**src/pdtx_pkg.sv**
```systemverilog
// constants, register map and types for the pd transmit launch block
`default_nettype none
package pdtx_pkg;

  // ---------------------------------------------------------------
  // register indices (byte address is four times the index)
  // ---------------------------------------------------------------
  localparam logic [15:0] IDX_CTL_A    = 16'h1a00;
  localparam logic [15:0] IDX_CTL_B    = 16'h1a05;
  localparam logic [15:0] IDX_PARAMS   = 16'h1a06;
  localparam logic [15:0] IDX_IRQ_STAT = 16'h1a10;
  localparam logic [15:0] IDX_IRQ_MASK = 16'h1a11;

  // ---------------------------------------------------------------
  // field positions and reset values
  // ---------------------------------------------------------------
  localparam int CTLA_RAW_BIT   = 0;
  localparam int CTLB_GO_BIT    = 0;
  localparam int CTLB_ABORT_BIT = 1;
  localparam int CTLB_HARD_BIT  = 2;
  localparam int CTLB_CABLE_BIT = 3;
  localparam int IRQ_EOP_BIT    = 0;
  localparam int IRQ_ABORT_BIT  = 1;
  localparam int IRQ_W          = 2;
  localparam int PRE_LEN_W      = 7;

  localparam logic [7:0] CTLA_RST     = 8'h00;
  localparam logic [7:0] PARAMS_RST   = 8'h20;
  localparam logic [1:0] IRQ_MASK_RST = 2'h0;

  // ---------------------------------------------------------------
  // timing and symbols
  // ---------------------------------------------------------------
  localparam int CLK_KHZ       = 250000;
  localparam int BIT_RATE_KBPS = 300;
  localparam int BIT_CYCLES    = CLK_KHZ / BIT_RATE_KBPS;
  localparam int EOP_BITS      = 5;
  localparam logic [4:0] EOP_SYMBOL  = 5'h0d;
  localparam logic [3:0] HARD_NIBBLE  = 4'h7;
  localparam logic [3:0] CABLE_NIBBLE = 4'h3;
  localparam logic [2:0] RST_NIBBLES  = 3'h4;

  typedef enum logic [1:0] {
    PDTX_KIND_PKT,
    PDTX_KIND_HARD,
    PDTX_KIND_CABLE
  } pdtx_kind_t;

  // index to byte address
  function automatic logic [15:0] pdtx_addr(input logic [15:0] idx);
    pdtx_addr = {idx[13:0], 2'b00};
  endfunction

endpackage
`default_nettype wire

```
**src/pdtx_bit_tick.sv**
```systemverilog
// bit-time enable divider for the line serializer
`timescale 1ns/1ns
`default_nettype none
module pdtx_bit_tick #(
  parameter int CYCLES = 833
) (
  input  wire logic sys_clk,
  input  wire logic rst_b,
  input  wire logic run,
  output var  logic tick
);
  localparam int CW = $clog2(CYCLES);
  localparam logic [CW-1:0] LAST = CW'(CYCLES - 1);

  logic [CW-1:0] cnt_q;

  // held at zero while idle so the first bit gets a full period
  always_ff @(posedge sys_clk) begin
    if (!rst_b || !run) begin
      cnt_q <= '0;
      tick  <= 1'b0;
    end else if (cnt_q == LAST) begin
      cnt_q <= '0;
      tick  <= 1'b1;
    end else begin
      cnt_q <= cnt_q + 1'b1;
      tick  <= 1'b0;
    end
  end
endmodule
`default_nettype wire

```
**src/pdtx_launch.sv**
```systemverilog
// pd transmit launch, abort and preamble control with apb registers
`timescale 1ns/1ns
`default_nettype none
module pdtx_launch
  import pdtx_pkg::*;
#(
  parameter int BIT_CYC = BIT_CYCLES
) (
  input  wire logic        sys_clk,
  input  wire logic        rst_b,
  input  wire logic        psel,
  input  wire logic        penable,
  input  wire logic        pwrite,
  input  wire logic [15:0] paddr,
  input  wire logic [31:0] pwdata,
  output var  logic [31:0] prdata,
  output var  logic        pready,
  output var  logic        pslverr,
  input  wire logic [3:0]  q_nibble,
  input  wire logic        q_last,
  output var  logic        q_pop,
  input  wire logic        collision_pin,
  output var  logic        tx_line,
  output var  logic        tx_drive,
  output var  logic        tx_end_of_packet_flag,
  output var  logic [1:0]  tx_kind,
  output var  logic        irq
);
  typedef enum logic [1:0] {S_IDLE, S_PRE, S_DATA, S_EOP} pdtx_state_t;

  pdtx_state_t             st_q;
  logic                    go_q, hard_q, cable_q, raw_q, abort_q, done_q;
  logic [PRE_LEN_W-1:0]    len_q, pre_len_q, bit_cnt_q;
  logic [IRQ_W-1:0]        stat_q, mask_q;
  logic [3:0]              nib_q;
  logic [1:0]              bit_idx_q;
  logic [2:0]              eop_idx_q, nib_cnt_q;
  logic                    last_q, coll1_q, coll2_q, coll3_q, coll_q;
  logic                    bit_en, wr, rd, start, ev_eop, ev_abort;
  logic                    hit_a, hit_b, hit_p, hit_s, hit_m;
  pdtx_kind_t              kind_q;

  // ---------------------------------------------------------------
  // apb decode
  // ---------------------------------------------------------------
  assign wr    = psel && penable && pready && pwrite;
  assign rd    = psel && !penable && !pwrite;
  assign hit_a = paddr == pdtx_addr(IDX_CTL_A);
  assign hit_b = paddr == pdtx_addr(IDX_CTL_B);
  assign hit_p = paddr == pdtx_addr(IDX_PARAMS);
  assign hit_s = paddr == pdtx_addr(IDX_IRQ_STAT);
  assign hit_m = paddr == pdtx_addr(IDX_IRQ_MASK);
  assign start = st_q == S_IDLE && go_q && !done_q;

  // no wait state: answer prepared in setup, given in the first access cycle
  always_ff @(posedge sys_clk) begin
    if (!rst_b) begin
      pready  <= 1'b0;
      pslverr <= 1'b0;
    end else begin
      pready  <= psel && !penable;
      pslverr <= psel && !penable && !(hit_a || hit_b || hit_p || hit_s || hit_m);
    end
  end

  // read mux, unmapped reads return zero
  always_ff @(posedge sys_clk) begin
    if (!rst_b) begin
      prdata <= 32'h0000_0000;
    end else if (rd) begin
      if (hit_a) begin
        prdata <= {31'h0000_0000, raw_q};
      end else if (hit_b) begin
        prdata <= {28'h000_0000, cable_q, hard_q, 1'b0, go_q};
      end else if (hit_p) begin
        prdata <= {25'h000_0000, pre_len_q};
      end else if (hit_s) begin
        prdata <= {30'h0000_0000, stat_q};
      end else if (hit_m) begin
        prdata <= {30'h0000_0000, mask_q};
      end else begin
        prdata <= 32'h0000_0000;
      end
    end
  end

  // ---------------------------------------------------------------
  // control registers
  // ---------------------------------------------------------------
  // go only set by software
  always_ff @(posedge sys_clk) begin
    if (!rst_b) begin
      go_q <= 1'b0;
    end else if (wr && hit_b && pwdata[CTLB_GO_BIT]) begin
      go_q <= 1'b1;
    end else if (done_q) begin
      go_q <= 1'b0;
    end
  end

  // reset requests: set only while go is clear, cleared at end
  always_ff @(posedge sys_clk) begin
    if (!rst_b || done_q) begin
      hard_q  <= 1'b0;
      cable_q <= 1'b0;
    end else if (wr && hit_b && !go_q) begin
      hard_q  <= hard_q | pwdata[CTLB_HARD_BIT];
      cable_q <= cable_q | pwdata[CTLB_CABLE_BIT];
    end
  end

  // plain read/write configuration
  always_ff @(posedge sys_clk) begin
    if (!rst_b) begin
      raw_q     <= CTLA_RST[CTLA_RAW_BIT];
      pre_len_q <= PARAMS_RST[PRE_LEN_W-1:0];
      mask_q    <= IRQ_MASK_RST;
    end else if (wr) begin
      if (hit_a) begin
        raw_q <= pwdata[CTLA_RAW_BIT];
      end else if (hit_p) begin
        // zero unchecked, software keeps to 1..127
        pre_len_q <= pwdata[PRE_LEN_W-1:0];
      end else if (hit_m) begin
        mask_q <= pwdata[IRQ_W-1:0];
      end
    end
  end

  // abort pending only while an attempt runs
  always_ff @(posedge sys_clk) begin
    if (!rst_b || st_q == S_IDLE) begin
      abort_q <= 1'b0;
    end else if (wr && hit_b && pwdata[CTLB_ABORT_BIT]) begin
      abort_q <= 1'b1;
    end
  end

  // ---------------------------------------------------------------
  // interrupt status, set wins over write-one-to-clear
  // ---------------------------------------------------------------
  always_ff @(posedge sys_clk) begin
    if (!rst_b) begin
      stat_q <= '0;
      irq    <= 1'b0;
    end else begin
      for (int i = 0; i < IRQ_W; i++) begin
        if ((i == IRQ_EOP_BIT && ev_eop) || (i == IRQ_ABORT_BIT && ev_abort)) begin
          stat_q[i] <= 1'b1;
        end else if (wr && hit_s && pwdata[i]) begin
          stat_q[i] <= 1'b0;
        end
      end
      irq <= |(stat_q & mask_q);
    end
  end

  // ---------------------------------------------------------------
  // collision input synchroniser
  // ---------------------------------------------------------------
  // accepted only when the last two stages agree, filters a metastable edge
  always_ff @(posedge sys_clk) begin
    if (!rst_b) begin
      coll1_q <= 1'b0;
      coll2_q <= 1'b0;
      coll3_q <= 1'b0;
      coll_q  <= 1'b0;
    end else begin
      coll1_q <= collision_pin;
      coll2_q <= coll1_q;
      coll3_q <= coll2_q;
      if (coll2_q == coll3_q) begin
        coll_q <= coll3_q;
      end
    end
  end

  // ---------------------------------------------------------------
  // serializer
  // ---------------------------------------------------------------
  pdtx_bit_tick #(
    .CYCLES (BIT_CYC)
  ) u_tick (
    .sys_clk (sys_clk),
    .rst_b   (rst_b),
    .run     (st_q != S_IDLE),
    .tick    (bit_en)
  );

  assign ev_abort = coll_q && st_q != S_IDLE;
  assign ev_eop   = bit_en && !ev_abort
                    && ((st_q == S_PRE && abort_q)
                        || (st_q == S_EOP && eop_idx_q == 3'(EOP_BITS - 1)));

  // main sequencer; collision takes priority over every bit step
  always_ff @(posedge sys_clk) begin
    if (!rst_b) begin
      st_q <= S_IDLE;
      {tx_line, tx_drive, tx_end_of_packet_flag, q_pop, done_q, last_q} <= 6'h00;
      tx_kind <= PDTX_KIND_PKT;
      kind_q <= PDTX_KIND_PKT;
      {len_q, bit_cnt_q} <= 14'h0000;
      {nib_q, bit_idx_q, eop_idx_q, nib_cnt_q} <= 12'h000;
    end else begin
      q_pop  <= 1'b0;
      done_q <= 1'b0;
      if (ev_abort) begin
        st_q     <= S_IDLE;
        tx_drive <= 1'b0;
        tx_line  <= 1'b0;
        tx_end_of_packet_flag   <= 1'b0;
        done_q   <= 1'b1;
      end else if (start) begin
        // launch; reset kinds only in auto mode
        st_q      <= S_PRE;
        kind_q    <= raw_q ? PDTX_KIND_PKT : hard_q ? PDTX_KIND_HARD
                   : cable_q ? PDTX_KIND_CABLE : PDTX_KIND_PKT;
        tx_kind   <= raw_q ? PDTX_KIND_PKT : hard_q ? PDTX_KIND_HARD
                   : cable_q ? PDTX_KIND_CABLE : PDTX_KIND_PKT;
        len_q     <= pre_len_q;
        bit_cnt_q <= '0;
        tx_line   <= 1'b0;
        tx_drive  <= 1'b1;
      end else if (bit_en) begin
        case (st_q)
          S_PRE: begin
            if (abort_q) begin
              st_q     <= S_IDLE;
              tx_drive <= 1'b0;
              tx_line  <= 1'b0;
              done_q   <= 1'b1;
            end else if (bit_cnt_q == len_q - 1'b1) begin
              st_q      <= S_DATA;
              bit_idx_q <= 2'h0;
              nib_cnt_q <= 3'h0;
              if (kind_q == PDTX_KIND_PKT) begin
                nib_q   <= q_nibble;
                tx_line <= q_nibble[0];
                last_q  <= q_last;
                q_pop   <= 1'b1;
              end else begin
                nib_q   <= kind_q == PDTX_KIND_HARD ? HARD_NIBBLE : CABLE_NIBBLE;
                tx_line <= kind_q == PDTX_KIND_HARD ? HARD_NIBBLE[0] : CABLE_NIBBLE[0];
                last_q  <= 1'b0;
              end
            end else begin
              bit_cnt_q <= bit_cnt_q + 1'b1;
              tx_line   <= ~tx_line;
            end
          end
          S_DATA: begin
            if (bit_idx_q != 2'h3) begin
              bit_idx_q <= bit_idx_q + 1'b1;
              tx_line   <= nib_q[bit_idx_q + 2'h1];
            end else if (abort_q || last_q) begin
              // nibble complete, append end of packet
              st_q      <= S_EOP;
              eop_idx_q <= 3'h0;
              tx_line   <= EOP_SYMBOL[0];
              tx_end_of_packet_flag    <= 1'b1;
            end else begin
              bit_idx_q <= 2'h0;
              nib_cnt_q <= nib_cnt_q + 1'b1;
              if (kind_q == PDTX_KIND_PKT) begin
                nib_q   <= q_nibble;
                tx_line <= q_nibble[0];
                last_q  <= q_last;
                q_pop   <= 1'b1;
              end else begin
                tx_line <= nib_q[0];
                last_q  <= nib_cnt_q == RST_NIBBLES - 3'h2;
              end
            end
          end
          S_EOP: begin
            if (eop_idx_q == 3'(EOP_BITS - 1)) begin
              // end of attempt only, no delivery claim
              st_q     <= S_IDLE;
              tx_drive <= 1'b0;
              tx_line  <= 1'b0;
              tx_end_of_packet_flag   <= 1'b0;
              done_q   <= 1'b1;
            end else begin
              eop_idx_q <= eop_idx_q + 1'b1;
              tx_line   <= EOP_SYMBOL[eop_idx_q + 3'h1];
            end
          end
          default: begin
            st_q <= S_IDLE;
          end
        endcase
      end
    end
  end

  // ---------------------------------------------------------------
  // checks
  // ---------------------------------------------------------------
  // go holds until hardware ends the attempt
  go_hold_a: assert property (@(posedge sys_clk) disable iff (!rst_b)
    go_q && !done_q |=> go_q) else $error("go dropped without end of attempt");
  go_clear_a: assert property (@(posedge sys_clk) disable iff (!rst_b)
    done_q && !(wr && hit_b) |=> !go_q) else $error("go not cleared at end");
  abort_read_a: assert property (@(posedge sys_clk) disable iff (!rst_b)
    rd && hit_b |=> !prdata[CTLB_ABORT_BIT]) else $error("abort bit read as one");
  pre_first_a: assert property (@(posedge sys_clk) disable iff (!rst_b)
    start |=> st_q == S_PRE && !tx_line && tx_drive) else $error("preamble start wrong");
  pre_alt_a: assert property (@(posedge sys_clk) disable iff (!rst_b)
    st_q == S_PRE |-> tx_line == bit_cnt_q[0]) else $error("preamble not alternating");
  pre_len_a: assert property (@(posedge sys_clk) disable iff (!rst_b)
    st_q == S_PRE && bit_en && !ev_abort && !abort_q && bit_cnt_q == len_q - 1'b1
    |=> st_q == S_DATA) else $error("preamble length wrong");
  // abort in preamble stops after the bit
  abort_pre_a: assert property (@(posedge sys_clk) disable iff (!rst_b)
    st_q == S_PRE && bit_en && abort_q |=> st_q == S_IDLE && !tx_drive)
    else $error("abort in preamble not honoured");
  // abort at nibble end goes to end of packet
  abort_nib_a: assert property (@(posedge sys_clk) disable iff (!rst_b)
    st_q == S_DATA && bit_en && !ev_abort && bit_idx_q == 2'h3 && abort_q
    |=> st_q == S_EOP && tx_end_of_packet_flag) else $error("abort skipped end of packet");
  // collision aborts and flags within two cycles
  coll_stop_a: assert property (@(posedge sys_clk) disable iff (!rst_b)
    ev_abort |=> st_q == S_IDLE ##1 stat_q[IRQ_ABORT_BIT]) else $error("collision not handled");
  // hard reset chosen in auto mode
  hard_kind_a: assert property (@(posedge sys_clk) disable iff (!rst_b)
    start && hard_q && !raw_q |=> tx_kind == PDTX_KIND_HARD) else $error("hard reset not sent");
endmodule
`default_nettype wire

```
**config.mk**
```make
export PLATFORM = sky130hd
export DESIGN_NAME = pdtx_launch
export DESIGN_NICKNAME = d
export VERILOG_FILES = /design/src/pdtx_pkg.sv /design/src/pdtx_bit_tick.sv /design/src/pdtx_launch.sv
export SDC_FILE = /design/constraint.sdc
export NUM_CORES = 1
export LEC_CHECK = 0
export BUFFER_PORTS_ARGS = -buffer_cell sky130_fd_sc_hd__buf_2
export CAP_MARGIN = 10
export CORE_MARGIN = 10
export CORE_UTILIZATION = 40
export DETAILED_ROUTE_END_ITERATION = 7
export GPL_TIMING_DRIVEN = 0
export PLACE_DENSITY_LB_ADDON = 0.15
export SLEW_MARGIN = 0
export SYNTH_ARGS = -nofsm -noshare
export SYNTH_HDL_FRONTEND = slang
export SYNTH_HIERARCHICAL = 1
export SYNTH_SLANG_ARGS = --single-unit
```
**constraint.sdc**
```tcl
create_clock -name sys_clk -period 5 [get_ports sys_clk]
set_input_delay 1 -clock sys_clk [delete_from_list [all_inputs] [get_ports sys_clk]]
set_output_delay 1 -clock sys_clk [all_outputs]
set_load 0.02 [all_outputs]
```
==> results, run 1 <==
- STA classifies the critical path endpoint as a flip-flop.
- The total placed instance area is 0.00477 sq mm.
- By startpoint and endpoint, the worst setup path is classified as reg2reg.
- The max-slew violation count is 0.
- The internal portion of the total power is 0.000939 W.
- After layout, the minimum clock period comes to 2650 ps.
- Static timing analysis puts the maximum clock frequency at 377 MHz.
- The via count of the first global-routing pass is 3654.
- The power spent charging and discharging nets is 0.000310 W.
- The flip-flop and latch count after synthesis is 77.
- The number of top-level pins is 100.
- met2 is the most crowded layer.
- The first detailed-routing pass took 5 iterations.
- The maximum resistive drop on vdd is 0.000160 V.
- For this run the aggregate overflow at the end of global routing stands at 0.
- The share of power burned in combinational logic is 6.7%.
- The worst-path maximum fanout is 10.
- After clock tree synthesis, the clock-pin slew on the worst setup and hold paths is 90 ps.
- The number of cells produced by synthesis is 514.
- The top cell types in the final layout, fill and taps aside, are sky130_fd_sc_hd__dfxtp_1, sky130_fd_sc_hd__nand2_1, sky130_fd_sc_hd__buf_2.
- The number of hold-slack violations in the final timing report was 0.
- The starting density of the core is 41.2%.
- Headroom to the max-slew limit came out at 41.0%.
- Of the synthesized area, sequential elements account for 36.1%.
- In the final layout, the multi-input gates occupy 0.00245 sq mm.
- Dividing the detail-routed wire length by the instance count gives 14.8 microns.
- The most common library cell in the layout ignoring fill and taps is sky130_fd_sc_hd__dfxtp_1.
- Global routing used 23.8% of the available met2 tracks.
- During synthesis, Yosys emitted a total of 6 warnings.
- The per-cell via count in the routed design is 5.19.
- The net switching fraction of the power is 24.8%.
- The async set or reset register ratio after synthesis is 0%.
- For this run, the leading register cell type out of synthesis is sky130_fd_sc_hd__dfxtp_1.
- The core region is 0.0104 sq mm.
- The root buffer cell is sky130_fd_sc_hd__clkbuf_8.
- The worst clock skew is 14.3 ps.
- The proportion of power drawn by the clock network is 43.7%.
- The post-layout total power is 0.00125 W.
- The number of DRC markers after the initial detailed-route iteration is 193.
- The proportion of power drawn by flip-flops and latches is 49.6%.
- Post-CTS repair changed the size of 0 cells.
- The flow ran to the end, and the final reports show no timing, DRC or antenna violations.
- The peak per-stage delay on the critical path is 580 ps.
- The met1 usage is 17.7%.
- The vias after detailed routing is 3833.
- The slowest stage of the critical path is the sky130_fd_sc_hd__a211oi_2 cell.
- After routing, the total negative slack on setup checks comes to 0 ps.
- Global routing used 14.5% of the available tracks across all layers.
- The final wirelength is 10900 microns.
- Compared with the post-synthesis result, the final layout area differs by 17.1%.
- Clock tree synthesis inserted a total of 9 buffers.
- The signal on the critical path passes through buf_2 > inv_1 > ha_1 > nor4b_1 > mux2_4 > a211oi_2 > a211oi_2 > buf_6 > o21ai_1 > a311oi_1.
- In this run the remaining antenna-violating nets after routing total 0.
- In the final layout, flip-flops and latches occupy 0.00154 sq mm.
- Setup repair after global routing left no endpoint under its margin.
- The number of antenna violations at the first check in global routing was 0.
- The number of inserted filler cells in the final layout is 1066.
- At the end of the flow, the number of nets in the layout was 670.
- For this design, the CTS-stage hold fixing added 0 buffers.
- The synthesized area divided by synthesized cell count is 8.31 sq um.
- After routing the design area is 0.00500 sq mm.
- The synthesized netlist contains 65 unique library cells.
- The number of antenna diodes in the final layout is 0.
- The number of enable-type register cells in the synthesized netlist is 0.
- The clock reaches the later pin of the worst-skew pair after 360 ps.
- Among the stages of the critical path, the cell type that occurs most often is sky130_fd_sc_hd__a211oi_2.
- The clock sink total is 77.
- The H-tree was split into 3 levels.
- The startpoint type of the worst setup path is a flip-flop.
- In this run the post-CTS setup repair buffer count came out at 0.
- Input and output buffers added on the ports amount to 48.
- The TritonCTS clock tree is built.
- The worst path uses 53.0% of the clock period.
- Detailed placement finished with a half-perimeter wire length of 8400 microns.
- For this design the ratio of total power to cell area is 250 mW/mm^2.
- The die area is 0.0152 sq mm.
- The floorplan step set the die height to 123 microns.
- The horizontal die dimension is 123 microns.
- The cell area that synthesis handed to floorplanning was 0.00427 sq mm.
- The buffer depth of the longest clock path is 2.
- The transition time of the tightest slew-check pin is 884 ps.
- The number of design rule violations left after detail routing is 0.
- The maximum number of pins on one net before global-route repair is 16.
- In the final layout, the share of cells above drive strength 1 is 18.1%.
- The class of the tightest hold or removal check is reg2reg.
- Max-cap violations in this run came to 0.
- The floorplan has 37 rows.
- The met3 usage is 5.06%.
- At the end of routability-driven placement, the weighted congestion stood at 0.902.
- The worst path arrival time is 2910 ps.
- The final count of negative-setup-slack endpoints is 0.
- The first global-routing pass estimated 17800 microns of wire.
- Summed over all cells, the static leakage comes to 1.92 nW.
- The required arrival time at the worst endpoint is 5260 ps.
## power by group through the flow
stage | registers [W] | clock network [W] | logic, W
6_report | 0.000619 | 0.000546 | 0.0000836
5_1_grt | 0.000620 | 0.000589 | 0.0000916
4_1_cts | 0.000619 | 0.000559 | 0.0000826
3_5_place_dp | 0.000634 | 0 | 0.0000825
3_3_place_gp | 0.000634 | 0 | 0.0000817
2_1_floorplan | 0.000635 | 0 | 0.0000551
## cell usage after synthesis, types with 4 or more instances
master	count	area, sq um
sky130_fd_sc_hd__a211oi_1	6	45.0
sky130_fd_sc_hd__a211oi_2	4	50.1
sky130_fd_sc_hd__a21oi_1	41	205
sky130_fd_sc_hd__and2_1	5	31.3
sky130_fd_sc_hd__and3_1	9	56.3
sky130_fd_sc_hd__buf_4	25	188
sky130_fd_sc_hd__clkbuf_1	20	75.1
sky130_fd_sc_hd__dfxtp_1	77	1540
sky130_fd_sc_hd__ha_1	14	175
sky130_fd_sc_hd__inv_1	20	75.1
sky130_fd_sc_hd__mux2i_1	17	170
sky130_fd_sc_hd__nand2_1	57	214
sky130_fd_sc_hd__nand2b_1	4	25.0
sky130_fd_sc_hd__nand3_1	24	120
sky130_fd_sc_hd__nand4_1	8	50.1
sky130_fd_sc_hd__nor2_1	38	143
sky130_fd_sc_hd__nor2b_1	10	62.6
sky130_fd_sc_hd__nor3_1	11	55.1
sky130_fd_sc_hd__nor3b_1	6	45.0
sky130_fd_sc_hd__o21ai_0	21	105
sky130_fd_sc_hd__o31ai_1	5	37.5
sky130_fd_sc_hd__or3_1	10	62.6
sky130_fd_sc_hd__or4_1	5	37.5
sky130_fd_sc_hd__xnor2_1	7	61.3
sky130_fd_sc_hd__xor2_1	5	43.8
## critical path, delay by kind of cell, from the launching register on
kind | cells | cell delay (ps)
AO/OA/AOI/OAI | 4 | 1030
buffers and inverters | 3 | 470
flip-flops | 1 | 310
AND/OR/NAND/NOR | 1 | 290
adder cells (fa/ha/maj) | 1 | 250
multiplexers | 1 | 210
## per-stage QoR
step / setup WS (ps) / cells / util [%] / hold slack, ps
3_5_place_dp: 2120 / 722 / 46.0 / 440
5_1_grt: 2160 / 738 / 48.2 / 462
2_1_floorplan: 2530 / 538 / - / 412
6_report: 2350 / 738 / 48.2 / 451
3_3_place_gp: 2200 / 722 / 46.0 / 438
4_1_cts: 2310 / 738 / 48.2 / 460
## layer usage
metal / vias up / routed length [microns]
met5: - / 0
met4: 0 / 99
met3: 9 / 761
met2: 103 / 5000
met1: 1764 / 5070
li1: 1957 / -
## sequential cells by signal, indices dropped and copies added (netlist names), 2 cells and up
register / cells
u_tick/cnt_q: 10
bit_cnt_q: 7
len_q: 7
prdata: 7
pre_len_q: 7
nib_q: 4
eop_idx_q: 3
nib_cnt_q: 3
bit_idx_q: 2
kind_q: 2
mask_q: 2
st_q: 2
stat_q: 2
## layout make-up
type	instances	area share, %
Timing Repair Buffer	48	4.81
Inverter	20	1.50
Buffer	48	5.81
Tap cell	136	3.41
Sequential cell	77	30.8
Clock buffer	9	2.48
Multi-Input combinational cell	393	49.1
Clock inverter	7	2.08
## cell families (layout without fill, tap and decap cells)
| family | after synthesis | count (layout) | synth area share, % |
|---|---|---|---|
| compound gates | 114 | 114 | 17.5 |
| xor+xnor | 13 | 13 | 2.84 |
| fa+ha+maj | 14 | 14 | 4.10 |
| buf+inv | 68 | 132 | 8.56 |
| flops | 77 | 77 | 36.1 |
| mux | 22 | 22 | 5.66 |
| other cells | 1 | 25 | 0.0878 |
| simple gates | 205 | 205 | 25.1 |
## path summary, 6_finish.rpt
path | cells past startpoint | slack [ps] | start | end
hold reg to reg | 1 | 450 | coll1_q | coll2_q
setup reg to reg | 10 | 2350 | len_q[0] | st_q[0]
setup / recovery | 10 | 2350 | len_q[0] | st_q[0]
hold / removal | 1 | 450 | coll1_q | coll2_q
(Power assumes the default switching activity.)
==> run 2, diff against run 1 <==
clock period = 2.55 ns   (was 5 ns; I/O delays follow)
==> results, run 2 (synthesized netlist as in run 1, its figures left out) <==
- The flow ran to the end, and the final reports show no timing, DRC or antenna violations.
- The H-tree depth is 3 (unchanged).
- The setup total negative slack was 0 ps (unchanged).
- The worst flop-to-flop path startpoint is len_q[0].
- The total global-route track usage was 14.5% (+0.047 points).
- The count of antenna-violating nets left after detailed routing is 0 (unchanged).
- The TritonCTS clock tree is built.
- The proportion of power drawn by the clock network is 43.7% (about the same).
- The clock sink total is 77 (unchanged).
- The root buffer cell is sky130_fd_sc_hd__clkbuf_8.
- The power spent charging and discharging nets is 0.000606 W (+95%).
- The CTS buffer count is 9 (unchanged).
- The maximum number of pins on one net before global-route repair came to 16 (unchanged).
- The number of cells in the finished layout apart from fillers is 740 (+0.27%).
- The number of DRC markers after the initial detailed-route iteration is 185 (-4.1%).
- The count of inserted antenna diode cells is 0 (unchanged).
- The path type of the worst setup path is reg2reg.
- The startpoint identified for the worst hold timing path is penable.
- Leaving out fill and tap cells, the most frequent cell in the layout is sky130_fd_sc_hd__dfxtp_1.
- Counting flops per register, the top entry is u_tick/cnt_q.
- The required arrival time at the worst endpoint is 2810 ps (-2450 ps).
- The number of hold-slack violations in the final timing report came to 0 (unchanged).
- The buffer depth of the longest clock path came to 2 (unchanged).
- The per-cell via count in the routed design came to 5.16 (-0.69%).
- The sequential cell area is 0.00154 sq mm (about the same).
- The area of the multi-input gates is 0.00252 sq mm (+2.9%).
- The setup slack at placement came to -96.7 ps (-2220 ps).
- The cell count of the worst reg-to-reg path came to 10 (unchanged).
- The endpoint kind of the worst setup timing path is a flip-flop.
- The share of post-route cells with drive strength above 1 is 20.4% (+2.3 points).
- The number of max-capacitance violations reported is 0 (unchanged).
- The per-cell routed wire length is 15.0 microns (+1.3%).
- The number of flip-flops in the largest register is 10 (unchanged).
- The horizontal die dimension is 123 microns (unchanged).
- STA classifies the critical path startpoint as a flip-flop.
- The number of antenna violations at the first check in global routing is 0 (unchanged).
- The slack of the worst reg-to-reg path is 80 ps (-2270 ps).
- The layout net count is 672 (+0.30%).
- The shortest clock period the worst path allows after layout is 2470 ps (-183 ps).
- The final wirelength came to 11100 microns (+1.6%).
- The placer's final routability congestion estimate came to 0.902 (unchanged).
- The via count of the first global-routing pass is 3658 (+0.11%).
- The global-route wire length before repair is 17900 microns (+0.24%).
- The number of optimization iterations in the first detailed-route pass is 4 (-1).
- The net switching fraction of the power is 24.8% (-0.068 points).
- The summed area of non-filler cells in the final layout is 0.00510 sq mm (+2.0%).
- The number of inserted filler cells in the final layout was 1057 (-0.84%).
- The placed wire-length estimate after detailed placement is 8400 microns (unchanged).
- The starting density of the core is 41.2% (unchanged).
- The final count of negative-setup-slack endpoints is 0 (unchanged).
- In this run the critical register-to-register path is captured at st_q[0].
- The placed cell count is 722 (unchanged).
- The clock latency on the worst-skew pair is 360 ps (about the same).
- The number of buffers added to fix hold violations after cts was 0 (unchanged).
- The vertical die dimension was 123 microns (unchanged).
- The worst clock skew is 14.4 ps (+0.118 ps).
- The share of power burned in combinational logic came to 6.7% (about the same).
- The setup slack of the critical path after layout came to 82.3 ps (-2270 ps).
- The cell count of the worst hold path is 2 (+1).
- The maximum resistive drop on vdd came to 0.000315 V (+96%).
- The worst-path maximum fanout was 10 (unchanged).
- The number of design rule violations left after detail routing is 0 (unchanged).
- The post-route worst hold slack came to 366 ps (-85.3 ps).
- The number of top-level pins came to 100 (unchanged).
- For hold timing, the worst endpoint is pready.
- The maximum clock rate was 405 MHz (+7.4%).
- The number of input and output port buffers inserted is 48 (unchanged).
- The number of rows created at floorplan is 37 (unchanged).
- The library cells used most frequently in the layout, excluding fill and tap cells, are sky130_fd_sc_hd__dfxtp_1, sky130_fd_sc_hd__nand2_1, sky130_fd_sc_hd__buf_2.
- The total placed instance area came to 0.00477 sq mm (unchanged).
- The total global routing overflow came to 0 (unchanged).
- The power density relative to cell area is 480 mW/mm^2 (+92%).
- The clock transition at the register clock pins on the worst setup and hold paths after CTS is 90 ps (about the same).
- The leakage dissipation is 1.95 nW (+1.9%).
- The core area is 0.0104 sq mm (unchanged).
- The proportion of power drawn by flip-flops and latches came to 49.6% (about the same).
- The design internal power is 0.00184 W (+96%).
- The final critical-path share of the clock period is 96.8% (+44 points).
- The min-delay analysis places its worst path in the category in2reg.
- The die area was 0.0152 sq mm (unchanged).
- The transition time of the tightest slew-check pin is 912 ps (+28.0 ps).
- The vias after detailed routing is 3817 (-0.42%).
- The worst path arrival time is 2720 ps (-190 ps).
- The worst slew slack as a fraction of its limit was 39.1% (-1.9 points).
- The max-slew violation count is 0 (unchanged).
- From synthesis to final layout, the design area changed by 19.4%.
## run 2: critical path, cell delays in order (launching register included)
cell	delay (ps)
sky130_fd_sc_hd__dfxtp_1	300
sky130_fd_sc_hd__clkbuf_4	180
sky130_fd_sc_hd__inv_1	110
sky130_fd_sc_hd__ha_4	170
sky130_fd_sc_hd__nor4bb_4	290
sky130_fd_sc_hd__mux2_4	200
sky130_fd_sc_hd__a211oi_4	70
sky130_fd_sc_hd__a211oi_4	460
sky130_fd_sc_hd__buf_6	210
sky130_fd_sc_hd__o21ai_1	80
sky130_fd_sc_hd__a311oi_1	300
## run 2: per-layer routing
layer	routed length [microns]	up-vias	track usage (%)
li1	-	1959	-
met1	5180	1757	17.8
met2	5100	92	23.9
met3	740	9	5.06
met5	0	-	0
met4	94	0	3.78
## run 2: worst max-delay path by stage
stage | end | from | depth (start not counted) | slack (ps)
2_1_floorplan | bit_cnt_q[4] | len_q[0] | 9 | 310
4_1_cts | st_q[0] | len_q[0] | 10 | 10
6_report | st_q[0] | len_q[0] | 10 | 80
3_5_place_dp | st_q[0] | len_q[0] | 10 | -100
3_3_place_gp | st_q[0] | len_q[0] | 10 | -10
5_1_grt | st_q[0] | len_q[0] | 10 | -40
## run 2: area by class of cell
class                      instances  share of cell area [%]
sequential                        77                    30.3
clock buffer                       9                    2.43
inverter                          20                    1.47
multi-input combinational        393                    49.5
clock inverter                     7                    2.04
buffer                            46                    5.62
timing repair buffer              52                    5.30
tap                              136                    3.34
## run 2: stage by stage
step / total power (W) / utilization [%]
finish: 0.00245 / 49.1
CTS: 0.00247 / 48.3
detailed placement: 0.00140 / 46.0
floorplan: 0.00135 / -
global route: 0.00255 / 49.1
global placement: 0.00140 / 46.0
## run 2: power groups by stage
stage	sequential [W]	combinational, W	clock (W)
global route	0.00122	0.000180	0.00115
floorplan	0.00124	0.000108	0
detailed placement	0.00124	0.000162	0
finish	0.00121	0.000165	0.00107
global placement	0.00124	0.000160	0
CTS	0.00121	0.000162	0.00110
## run 2: what timing repair did
item / in CTS / in global routing
setup endpoints to repair: 4 / 19
pin swaps: 1 / 6
gates resized for setup: 1 / 15
setup buffers: 0 / 4
==> run 3, diff against run 2 <==
RECOVER_POWER = 100   (was not set)
==> results, run 3 (synthesized netlist as in run 1, its figures left out) <==
- The run finished with clean final reports.
- The number of design rule violations left after detail routing was 0 (unchanged).
- The maximum number of pins on one net before global-route repair was 16 (unchanged).
- The number of optimization iterations in the first detailed-route pass was 4 (unchanged).
- The vias after detailed routing is 3825 (+0.21%).
- The number of max-capacitance violations reported came to 0 (unchanged).
- The count of inserted antenna diode cells was 0 (unchanged).
- The layout net count came to 672 (unchanged).
- The number of antenna violations at the first check in global routing is 0 (unchanged).
- In this run the worst hold path is classified as in2reg.
- Counting flops per register, the top entry is u_tick/cnt_q.
- STA classifies the critical path startpoint as a flip-flop.
- The critical path in this run is classified as reg2reg.
- The via count of the first global-routing pass is 3658 (unchanged).
- The buffer depth of the longest clock path is 2 (unchanged).
- The TritonCTS clock tree is built.
- The transition time of the tightest slew-check pin is 965 ps (+53.0 ps).
- The share of post-route cells with drive strength above 1 came to 17.4% (-3.0 points).
- The maximum resistive drop on vdd is 0.000315 V (about the same).
- The max-slew violation count is 0 (unchanged).
- The number of buffers added to fix hold violations after cts came to 0 (unchanged).
- The root buffer cell is sky130_fd_sc_hd__clkbuf_8.
- The number of rows created at floorplan is 37 (unchanged).
- The H-tree depth is 3 (unchanged).
- The total global-route track usage is 14.5% (unchanged).
- The area of the multi-input gates is 0.00251 sq mm (-0.35%).
- Leaving out fill and tap cells, the most frequent cell in the layout is sky130_fd_sc_hd__dfxtp_1.
- The total global routing overflow is 0 (unchanged).
- The placer's final routability congestion estimate was 0.902 (unchanged).
- In the layout the commonest cells are sky130_fd_sc_hd__dfxtp_1, sky130_fd_sc_hd__nand2_1, sky130_fd_sc_hd__a21oi_1.
- The worst path arrival time came to 2710 ps (about the same).
- The setup slack of the critical path after layout is 96.9 ps (+14.6 ps).
- The worst setup path is captured at a flip-flop.
- The clock sink total is 77 (unchanged).
- The leakage dissipation was 1.87 nW (-4.0%).
- The CTS buffer count is 9 (unchanged).
- The worst setup path endpoint is st_q[0].
- The number of top-level pins was 100 (unchanged).
- The met1 wire length was 5100 microns (-1.4%).
- The core area is 0.0104 sq mm (unchanged).
- The per-cell routed wire length is 15.0 microns (+0.23%).
- The worst flop-to-flop path startpoint is len_q[0].
- The setup total negative slack is 0 ps (unchanged).
- The worst-path maximum fanout was 10 (unchanged).
- The cell count of the worst reg-to-reg path is 10 (unchanged).
- The starting density of the core was 41.2% (unchanged).
- The number of input and output port buffers inserted is 48 (unchanged).
- The slack of the worst reg-to-reg path was 100 ps (about the same).
- The area growth from synthesis to layout is 18.6%.
- The worst slew slack as a fraction of its limit was 35.2% (-3.9 points).
- The worst clock skew is 12.0 ps (-2.38 ps).
- The per-cell via count in the routed design is 5.17 (+0.21%).
- The placed wire-length estimate after detailed placement is 8400 microns (unchanged).
- The number of DRC markers after the initial detailed-route iteration is 187 (+1.1%).
- The maximum clock rate is 408 MHz (+0.60%).
- The count of antenna-violating nets left after detailed routing was 0 (unchanged).
- The number of cells in the finished layout apart from fillers is 740 (unchanged).
- The vertical die dimension was 123 microns (unchanged).
- The sequential cell area is 0.00154 sq mm (unchanged).
- The met3 wire length came to 788 microns (+6.5%).
- The final count of negative-setup-slack endpoints is 0 (unchanged).
- The shortest clock period the worst path allows after layout is 2450 ps (-14.6 ps).
- The number of flip-flops in the largest register was 10 (unchanged).
- The post-layout total power is 0.00245 W (about the same).
- The clock latency on the worst-skew pair is 360 ps (about the same).
- Tracing the worst setup path back leads to its startpoint at len_q[0].
- The highest layer used for signal routing is met4.
- The placed cell count was 722 (unchanged).
- The final wirelength is 11100 microns (+0.23%).
- The power density relative to cell area is 483 mW/mm^2 (+0.61%).
- The global-route wire length before repair was 17900 microns (unchanged).
- The horizontal die dimension is 123 microns (unchanged).
- The required arrival time at the worst endpoint was 2810 ps (about the same).
- The number of inserted filler cells in the final layout is 1066 (+0.85%).
- The routed wire length on met2 is 5110 microns (+0.20%).
- The clock transition at the register clock pins on the worst setup and hold paths after CTS is 90 ps (about the same).
- In this run the critical register-to-register path is captured at st_q[0].
- The final critical-path share of the clock period came to 96.2% (-0.57 points).
- The setup slack at placement is -96.7 ps (unchanged).
- The number of hold-slack violations in the final timing report is 0 (unchanged).
- The die area was 0.0152 sq mm (unchanged).
==> run 3: cell types whose count changed in the layout (fill, tap and decap cells not counted), sizes merged <==
cell / change
buf: -18
clkbuf: +18
==> run 3: through the flow <==
stage | utilization [%] | instance area (sq um) | hold slack, ps
floorplan | - | 4360 | 412
global placement | 46.0 | 4770 | 438
detailed placement | 46.0 | 4770 | 440
CTS | 48.3 | 5000 | 345
global route | 48.8 | 5060 | 357
finish | 48.8 | 5060 | 368
==> run 3: layer usage <==
metal / GRT usage (%) / up-vias
met5: 0 / -
met4: 3.78 / 0
met3: 5.06 / 10
met2: 23.9 / 102
met1: 17.8 / 1753
li1: - / 1960
==> run 3: worst min path at each step <==
stage / to / startpoint / depth (start not counted)
after floorplan: coll2_q / coll1_q / 1
after global placement: prdata[6] / prdata[6] / 2
after detailed placement: coll2_q / coll1_q / 1
after CTS: pready / penable / 2
after global routing: coll1_q / collision_pin / 2
final: coll1_q / collision_pin / 2
==> run 3: area by class of cell <==
class / count / area share [%]
flip-flops and latches: 77 / 30.5
well taps: 136 / 3.36
inverters: 20 / 1.48
multi-input cells: 393 / 49.7
plain buffers: 46 / 5.66
clock inverters: 7 / 2.05
repair buffers: 52 / 4.89
clock buffers: 9 / 2.45
==> run 3: what timing repair did <==
item / CTS / global route
gates cloned: 0 / 0
resized for setup: 1 / 15
pin swaps: 1 / 6
setup endpoints to repair: 4 / 19
setup buffers: 0 / 4
==> run 3: critical path, cell delays in order (launching register included) <==
cell and delay, ps:
sky130_fd_sc_hd__dfxtp_1 300, sky130_fd_sc_hd__clkbuf_4 180, sky130_fd_sc_hd__inv_1 110, sky130_fd_sc_hd__ha_4 170
sky130_fd_sc_hd__nor4bb_4 290, sky130_fd_sc_hd__mux2_4 200, sky130_fd_sc_hd__a211oi_4 70, sky130_fd_sc_hd__a211oi_4 450
sky130_fd_sc_hd__buf_6 210, sky130_fd_sc_hd__o21ai_1 80, sky130_fd_sc_hd__a311oi_1 300
==> run 3: power breakdown <==
group | leakage, nW | switching [W] | internal [W]
combinational | 1.14 | 0.0000976 | 0.0000659
sequential | 0.622 | 0.00000511 | 0.00121
clock | 0.108 | 0.000504 | 0.000565
total | 1.87 | 0.000607 | 0.00184
